**config.mk**
```make
export PLATFORM = sky130hd
export DESIGN_NAME = tss_sched
export DESIGN_NICKNAME = d
export VERILOG_FILES = /design/src/tss_pkg.sv /design/src/tss_sched.sv
export SDC_FILE = /design/constraint.sdc
export NUM_CORES = 2
export LEC_CHECK = 0
export BUFFER_PORTS_ARGS = -buffer_cell sky130_fd_sc_hd__buf_2
export CAP_MARGIN = 20
export CORE_ASPECT_RATIO = 0.5
export CORE_MARGIN = 1
export CORE_UTILIZATION = 35
export DETAILED_ROUTE_END_ITERATION = 6
export GPL_TIMING_DRIVEN = 0
export PLACE_DENSITY = 0.52
export SYNTH_ARGS = -nofsm -noshare
export SYNTH_HDL_FRONTEND = slang
export SYNTH_SLANG_ARGS = --single-unit
```
**constraint.sdc**
```tcl
create_clock -name pclk -period 6.5 [get_ports pclk]
set_clock_uncertainty 0.2 [all_clocks]
set_input_delay 0.65 -clock pclk [delete_from_list [all_inputs] [get_ports pclk]]
set_output_delay 0.65 -clock pclk [all_outputs]
set_load 0.005 [all_outputs]
```
**src/tss_pkg.sv**
```systemverilog
// What this block does
// one-shot recipe event: each trigger runs the recipe once, then idles
// a recipe pass runs all sequences in order, all frames, all repeats
// sequence event: each trigger plays the next sequence, then waits
// sequence event: one trigger runs every repeat of that sequence
// single sequence: each trigger reruns it, never without a trigger
// several sequences: pointer steps per trigger, wraps after the last
// frame event: each trigger plays one frame, starting at the first
// frame event: after a sequence's last frame go to next sequence
// frame event, one sequence: after its last frame go back to first
// continuous: loop the recipe while the trigger input stays high
// continuous: on trigger drop finish the current pass, then halt
// free-run: loop forever while selected, trigger input ignored
// camera as master: other side sets one-shot with frame event
// event selection only applies in one-shot type
// all timing runs in one-microsecond steps
// other side keeps strobe and camera widths below frame time
// room for six recipes, ten sequences, twelve frames; pointers fit
// one-shot trigger is a synced rising edge; ignored while running
package tss_pkg;
  localparam int          N_REC      = 6;
  localparam int          N_SEQ      = 10;
  localparam int          N_FRM      = 12;
  localparam logic [11:0] A_CTRL     = 12'h000;
  localparam logic [11:0] A_FRMUS    = 12'h004;
  localparam logic [11:0] A_STAT     = 12'h008;
  localparam logic [11:0] A_NSEQ     = 12'h020;
  localparam logic [11:0] A_SCFG     = 12'h100;
  localparam int          C_TYPE     = 0;
  localparam int          C_EVT      = 2;
  localparam int          C_REC      = 4;
  localparam int          C_EN       = 8;
  localparam int          S_FRMS     = 0;
  localparam int          S_REPS     = 4;
  localparam logic [8:0]  CTRL_RST   = 9'h000;
  localparam logic [23:0] FRMUS_RST  = 24'h0061a8;
  localparam int          STEP_NS    = 1000;
  localparam int          PCLK_NS    = 4;
  localparam int          CYC_PER_US = STEP_NS / PCLK_NS;
  typedef enum logic [1:0] {TT_ONESHOT = 2'h0, TT_CONT = 2'h1, TT_FREE = 2'h2} tss_type_t;
  typedef enum logic [1:0] {EV_RECIPE = 2'h0, EV_SEQ = 2'h1, EV_FRAME = 2'h2} tss_evt_t;
  typedef enum logic [1:0] {ST_IDLE = 2'h0, ST_RUN = 2'h1} tss_st_t;
  typedef enum logic [2:0] {
    RK_CTRL = 3'h0, RK_FRMUS = 3'h1, RK_STAT = 3'h2, RK_NSEQ = 3'h3, RK_SCFG = 3'h4, RK_NONE = 3'h7
  } tss_rk_t;
endpackage : tss_pkg

```
**src/tss_sched.sv**
```systemverilog
`timescale 1ns/1ps
module tss_sched import tss_pkg::*; #(
  parameter int NREC = N_REC,
  parameter int NSEQ = N_SEQ,
  parameter int NFRM = N_FRM
) (
  input  wire logic        pclk,
  input  wire logic        presetn,
  input  wire logic        ce,
  input  wire logic        psel,
  input  wire logic        penable,
  input  wire logic        pwrite,
  input  wire logic [11:0] paddr,
  input  wire logic [31:0] pwdata,
  output logic      [31:0] prdata,
  output logic             pready,
  output logic             pslverr,
  input  wire logic        trig_in,
  output logic             busy,
  output logic             frame_start,
  output logic      [3:0]  seq_idx,
  output logic      [3:0]  frame_idx
);

  // counts must fit the four-bit count fields and pointers; table index is seven bits
  if (NREC < 1 || NREC > 8) begin : g_chk_rec
    $error("tss_sched: recipe count out of range");
  end
  if (NSEQ < 1 || NSEQ > 15) begin : g_chk_seq
    $error("tss_sched: sequence count out of range");
  end
  if (NFRM < 1 || NFRM > 15) begin : g_chk_frm
    $error("tss_sched: frame count out of range");
  end
  if (NREC * NSEQ > 64) begin : g_chk_tab
    $error("tss_sched: sequence table too large");
  end
  // the microsecond prescaler is only eight bits wide
  if (CYC_PER_US < 1 || CYC_PER_US > 256) begin : g_chk_step
    $error("tss_sched: clock too fast for the step prescaler");
  end

  localparam int NT = NREC * NSEQ;

  typedef struct packed {
    tss_st_t              st;
    logic                 s1;
    logic                 s2;
    logic                 tp;
    logic [3:0]           seq;
    logic [3:0]           frm;
    logic [7:0]           rep;
    logic [7:0]           pre;
    logic [23:0]          us;
    logic                 fs;
    logic                 rdy;
    logic                 err;
    logic [31:0]          rdat;
    logic [8:0]           ctrl;
    logic [23:0]          fus;
    logic [NREC-1:0][3:0] nseq;
    logic [NT-1:0][11:0]  scfg;
  } tss_state_t;

  localparam tss_state_t RST = '{
    st: ST_IDLE, ctrl: CTRL_RST, fus: FRMUS_RST, default: '0
  };

  tss_state_t q;
  tss_state_t n;

  function automatic tss_rk_t dec_kind(input logic [11:0] a);
    tss_rk_t k;
    k = RK_NONE;
    if (a[1:0] != 2'h0) begin
      k = RK_NONE;
    end else if (a == A_CTRL) begin
      k = RK_CTRL;
    end else if (a == A_FRMUS) begin
      k = RK_FRMUS;
    end else if (a == A_STAT) begin
      k = RK_STAT;
    end else if (a >= A_NSEQ && a < A_NSEQ + 12'(4 * NREC)) begin
      k = RK_NSEQ;
    end else if (a >= A_SCFG && a < A_SCFG + 12'(4 * NT)) begin
      k = RK_SCFG;
    end
    return k;
  endfunction : dec_kind

  function automatic logic [6:0] dec_idx(input logic [11:0] a, input logic [11:0] base);
    logic [11:0] d;
    d = a - base;
    return d[8:2];
  endfunction : dec_idx

  // zero or oversize counts fall back to the nearest legal one
  function automatic logic [3:0] lim(input logic [3:0] v, input int mx);
    logic [3:0] r;
    r = v;
    if (v == 4'h0) begin
      r = 4'h1;
    end else if (int'(v) > mx) begin
      r = 4'(mx);
    end
    return r;
  endfunction : lim

  function automatic logic [31:0] rd_word(input tss_rk_t kind, input tss_state_t s, input logic [6:0] idx);
    logic [31:0] w;
    w = 32'h0;
    case (kind)
      RK_CTRL:  w = {23'h0, s.ctrl};
      RK_FRMUS: w = {8'h00, s.fus};
      RK_STAT:  w = {14'h0, s.s2, s.rep, s.frm, s.seq, s.st[0]};
      RK_NSEQ:  w = {28'h0, s.nseq[idx[2:0]]};
      RK_SCFG:  w = {20'h0, s.scfg[idx]};
      default:  w = 32'h0;
    endcase
    return w;
  endfunction : rd_word

  // decides at a frame end whether playback halts or runs on
  function automatic logic pass_stop(input tss_type_t tt, input tss_evt_t ev, input logic lf, input logic lr,
                                     input logic ls, input logic held);
    logic s;
    s = 1'b1;
    case (tt)
      TT_ONESHOT: begin
        if (ev == EV_FRAME) begin
          s = 1'b1;
        end else if (ev == EV_SEQ) begin
          s = lf & lr;
        end else begin
          s = lf & lr & ls;
        end
      end
      TT_CONT:  s = lf & lr & ls & ~held;
      TT_FREE:  s = 1'b0;
      default:  s = 1'b1;
    endcase
    return s;
  endfunction : pass_stop

  logic [2:0]  rec;
  logic [6:0]  tidx;
  logic [11:0] cfg;
  logic [3:0]  nsq;
  logic [3:0]  nfr;
  logic [7:0]  nrp;
  logic [23:0] fus;
  logic        rise;
  logic        tick;
  logic        fend;
  logic        last_f;
  logic        last_r;
  logic        last_s;
  logic        go;
  logic        stop;
  logic        en;
  tss_type_t   ttype;
  tss_evt_t    tevt;
  tss_rk_t     k;
  logic [6:0]  ki;

  always_comb begin
    n     = q;
    n.fs  = 1'b0;
    n.s1  = trig_in;
    n.s2  = q.s1;
    n.tp  = q.s2;
    en    = q.ctrl[C_EN];
    ttype = tss_type_t'(q.ctrl[C_TYPE +: 2]);
    tevt  = tss_evt_t'(q.ctrl[C_EVT +: 2]);
    if (ttype != TT_ONESHOT) begin
      tevt = EV_RECIPE;
    end
    rec = q.ctrl[C_REC +: 3];
    if (int'(rec) >= NREC) begin
      rec = 3'h0;
    end
    tidx   = 7'(int'(rec) * NSEQ + int'(q.seq));
    cfg    = q.scfg[tidx];
    nsq    = lim(q.nseq[rec], NSEQ);
    nfr    = lim(cfg[S_FRMS +: 4], NFRM);
    nrp    = (cfg[S_REPS +: 8] == 8'h00) ? 8'h01 : cfg[S_REPS +: 8];
    fus    = (q.fus == 24'h0) ? 24'h1 : q.fus;
    last_f = (q.frm >= nfr - 4'h1);
    last_r = (q.rep >= nrp - 8'h01) || (tevt == EV_FRAME);
    last_s = (q.seq >= nsq - 4'h1);
    rise   = q.s2 & ~q.tp;
    tick   = (q.pre == 8'(CYC_PER_US - 1));
    fend   = (q.st == ST_RUN) && tick && (q.us >= fus - 24'h1);
    case (ttype)
      TT_ONESHOT: go = en & rise;
      TT_CONT:    go = en & q.s2;
      TT_FREE:    go = en;
      default:    go = 1'b0;
    endcase
    stop = 1'b0;
    case (q.st)
      ST_IDLE: begin
        // a trigger while running never reaches here, so it is dropped
        if (go) begin
          n.st  = ST_RUN;
          n.pre = 8'h00;
          n.us  = 24'h0;
          n.fs  = 1'b1;
          if (tevt == EV_RECIPE) begin
            n.seq = 4'h0;
            n.frm = 4'h0;
            n.rep = 8'h00;
          end else if (tevt == EV_SEQ) begin
            n.frm = 4'h0;
            n.rep = 8'h00;
          end
        end
      end
      ST_RUN: begin
        n.pre = tick ? 8'h00 : q.pre + 8'h01;
        if (tick) begin
          n.us = q.us + 24'h1;
        end
        if (!en) begin
          n.st = ST_IDLE;
        end else if (fend) begin
          n.us = 24'h0;
          if (!last_f) begin
            n.frm = q.frm + 4'h1;
          end else begin
            n.frm = 4'h0;
            if (last_r) begin
              n.rep = 8'h00;
              n.seq = last_s ? 4'h0 : q.seq + 4'h1;
            end else begin
              n.rep = q.rep + 8'h01;
            end
          end
          stop = pass_stop(ttype, tevt, last_f, last_r, last_s, q.s2);
          if (stop) begin
            n.st = ST_IDLE;
          end else begin
            n.fs = 1'b1;
          end
        end
      end
      default: n.st = ST_IDLE;
    endcase

    // apb: setup edge loads the answer, access edge with pready commits
    k  = dec_kind(paddr);
    ki = (k == RK_NSEQ) ? dec_idx(paddr, A_NSEQ) : dec_idx(paddr, A_SCFG);
    n.rdy = psel & ~penable & ~q.rdy;
    // error flag lives only with pready so the output needs no gate
    n.err = 1'b0;
    if (psel && !penable && !q.rdy) begin
      n.err  = (k == RK_NONE);
      n.rdat = rd_word(k, q, ki);
    end
    if (psel && penable && q.rdy && pwrite) begin
      case (k)
        RK_CTRL: begin
          // a mode change aborts playback and rewinds the pointers
          n.ctrl = pwdata[8:0];
          n.st   = ST_IDLE;
          n.seq  = 4'h0;
          n.frm  = 4'h0;
          n.rep  = 8'h00;
          n.fs   = 1'b0;
        end
        RK_FRMUS: n.fus = pwdata[23:0];
        RK_NSEQ:  n.nseq[ki[2:0]] = pwdata[3:0];
        RK_SCFG:  n.scfg[ki] = pwdata[11:0];
        default:  n.err = 1'b0;
      endcase
    end
  end

  always_ff @(posedge pclk or negedge presetn) begin
    if (!presetn) begin
      q <= RST;
    end else if (ce) begin
      q <= n;
    end
  end

  assign prdata      = q.rdat;
  assign pready      = q.rdy;
  assign pslverr     = q.err;
  assign busy        = q.st[0];
  assign frame_start = q.fs;
  assign seq_idx     = q.seq;
  assign frame_idx   = q.frm;

endmodule : tss_sched

```
==> impl_metrics.csv <==
group,metric,value,unit
routing,drtIter0Drc,4842,
floorplanning,io_pins,95,
finish,final_nets,4275,
synth,async_reset_ff_frac,1.00,
routing,postRouteAntennaNets,0,
synth,synth_ff_type,"dfrtp_1",
floorplanning,die_h,266,um
routing,firstDrtPassIters,6,
routing,num_vias,38800,
sta,setup_ws,0.0496,ns
finish,drive_above_1_share,0.414,
floorplanning,dieArea,0.141,mm2
sta,relSlewSlack,0.164,
placed_design,gp_congestion,1.04,
synth,yosysSeqAreaShare,0.438,
power,peakVddDrop,195,uV
placed_design,placed_cell_area,0.0525,mm2
routing,wl_met3,26500,um
synth,synthTopCellsByArea,"dfrtp_1 (44%), mux2_2 (18%), mux4_2 (14%)",
synth,synth_top_cell_by_area,"dfrtp_1",
routing,drcViolationCount,0,
sta,setup_viol,0,
routing,wl_met1,93400,um
synth,yosys.area_share.xor_xnor,0.00787,
power,swShare,0.260,
sta,period_needed,6.45,ns
routing,routed_wl,230000,um
power,seqPwrFrac,0.457,
sta,finalSetupTns,0,ns
run,cap_violations,0,
power,p_int,8760,uW
routing,vias_per_cell,6.36,
global_routing,grt_max_degree,116,
finish,final_cells,6106,
power,p_comb_frac,0.062,
sta,finalCritPeriodShare,0.992,
sta,worst_pin_slew,1.25,ns
power,powerDensity,206,mW/mm2
synth,synth.distinct_cells,90,
sta,final_max_slew_viol_count,0,
power,pwr-share-clk,0.481,
synth,yosysMostFrequentCell,"dfrtp_1",
min_path,hp-class,"input port to flip-flop",
placed_design,pre_cts_slack,-3.37,ns
floorplanning,dieWidth,531,um
synth,yosysWarnings,0,
setup_path,critical_path.endpoint_type,"flip-flop",
placed_design,placed_cells,5871,
setup_path,worstPathArrival,6.89,ns
floorplanning,core,0.138,mm2
floorplanning,start_util,0.355,
clock_network,cts_tree,"yes",
synth,yosys.area_share.simple,0.0742,
synth,synth-edff-count,0,
global_routing,overflow,0,
synth,ys_ff_latch,857,
synth,synth_common_cells,"dfrtp_1 (851), mux2_2 (799), nand2_1 (326)",
finish,post-route-cell-area,0.0573,mm2
synth,synth_top_family_by_area,"multiplexers",
routing,highest_layer,"met5",
synth,synth_area,0.0489,mm2
setup_path,cp-start-kind,"flip-flop",
synth,synthAdderAreaFrac,0.0144,
run_status,status,"finished clean",
floorplanning,rows,96,
placed_design,io_buffers,72,
finish,syn2layout_area_growth,17.1,%
clock_network,clk_latency,0.75,ns
synth,synth_mux_area_frac,0.359,
global_routing,grt_antenna_before_repair,17,
sta,hold_viol_final,0,
global_routing,grt_pass1_vias,38300,
routing,wire_per_inst,37.7,um
clock_network,clk_path_buf_depth,3,
global_routing,grtUsageTotal,0.324,
power,netSwitchingPower,3070,uW
global_routing,grt_first_pass_wirelength,313000,um
setup_path,crit_type,"flip-flop to flip-flop",
synth,post_synth.cell_area_avg,12.6,um2
clock_network,cts-root-buf,"clkbuf_16",
setup_path,worstPathRequired,6.94,ns
power,p_leak,0.0251,uW
clock_network,path_clk_slew,0.07,ns
synth,synth_top_area_frac,0.435,
synth,synth_compound_area_frac,0.0672,
placed_design,hpwl,171000,um
routing,dr_wl_met2,97000,um
clock_network,cts.sinks,857,
power,finalPower,11800,uW
clock_network,htree_num_levels,3,
setup_path,cp_max_fo,10,
synth,synthCells,3883,
clock_network,cts_buffers,89,
sta,max_freq,155,MHz
power by group through the flow:
stage / logic (uW) / registers (uW) / clock network, uW
after global placement: 660 / 5500 / 0
after global routing: 768 / 5400 / 5920
after CTS: 711 / 5400 / 5720
after detailed placement: 700 / 5500 / 0
final: 734 / 5400 / 5690
after floorplan: 281 / 5470 / 0
cell families after synthesis:
logic type | count (synthesis)
buffers and inverters | 394
AO/OA/AOI/OAI | 484
AND/OR/NAND/NOR | 785
flip-flops | 857
XOR/XNOR | 38
other | 1
multiplexers | 1268
adder cells (fa/ha/maj) | 56
cell usage in the layout, fill, tap and decap left out, types with 15 or more instances in the layout:
cell       instances
o31ai_1           18
buf_2            160
a21o_1            26
clkbuf_8          26
nand2b_1          39
nor2_1           117
mux4_2           311
inv_1             23
o22ai_1           47
buf_4            101
xnor2_1           17
mux2i_1          154
ha_1              51
mux2_2           798
buf_1             17
nand2_1          316
nand4_1           33
clkbuf_16         92
buf_6             20
dfrtp_1          846
o21ai_0          101
nor3_1            50
o211ai_1          22
buf_8             46
clkbuf_1         167
nand3_1          107
o221ai_1          17
a21oi_1           82
xor2_1            15
final timing paths:
check                      cells after the start       start  slack [ns]      endpoint
hold / removal                                 2   pwdata[5]        0.17        q[329]
max in group asynchronous                      6     presetn        3.47        q[141]
setup / recovery                              18  seq_idx[1]        0.05  frame_idx[3]
min in group asynchronous                      2     presetn        0.27        q[843]
hold reg to reg                                2  prdata[20]        0.28    prdata[20]
setup reg to reg                              18  seq_idx[1]        0.05  frame_idx[3]
repair_timing:
item                                   CTS  global route
setup buffers                           34            16
pin swaps                               22            21
hold buffers                            14             0
endpoints found under the hold margin   64             0
gates resized for setup                196            48
setup endpoints to repair               18            16
sequential cells by signal (all words and copies together), names as in the netlist:
register	count
pslverr	1
seq_idx	4
frame_idx	4
n	2
pready	1
q	818
en	1
frame_start	1
busy	1
prdata	24
layer usage:
metal | vias up | GRT usage
met5 | - | 0
met2 | 2296 | 0.469
li1 | 15200 | -
met1 | 20700 | 0.429
met4 | 20 | 0.157
met3 | 555 | 0.112
final cells by class:
class / count / area [um2]
Antenna cell: 5 / 12.5
Buffer: 366 / 2120
Timing Repair Buffer: 189 / 1860
Clock inverter: 33 / 526
Fill cell: 13000 / 80600
Sequential cell: 857 / 21500
Inverter: 27 / 119
Clock buffer: 128 / 2590
Multi-Input combinational cell: 2639 / 26300
Tap cell: 1862 / 2330
per-stage QoR:
| stage | utilization | hold WS (ns) |
|---|---|---|
| finish | 0.416 | 0.168 |
| global route | 0.416 | 0.155 |
| CTS | 0.412 | 0.142 |
| detailed placement | 0.381 | 0.261 |
| global placement | 0.375 | 0.266 |
| floorplan | - | 0.154 |
critical path, cell delays in order, from the launching register on:
cell and delay, ns:
dfrtp_2 0.37, buf_12 0.14, buf_8 0.18, buf_1 0.41, buf_1 0.61, clkbuf_1 0.98, a21oi_1 0.32, or4_1 0.63
a21oi_1 0.16, a31oi_1 0.11, a22oi_2 0.24, ha_1 0.26, ha_1 0.28, a21o_1 0.16, a21o_1 0.20, a21o_1 0.24
clkbuf_4 0.20, or4_1 0.49, a31oi_2 0.19
No activity file was read; power rests on OpenSTA's default activity.
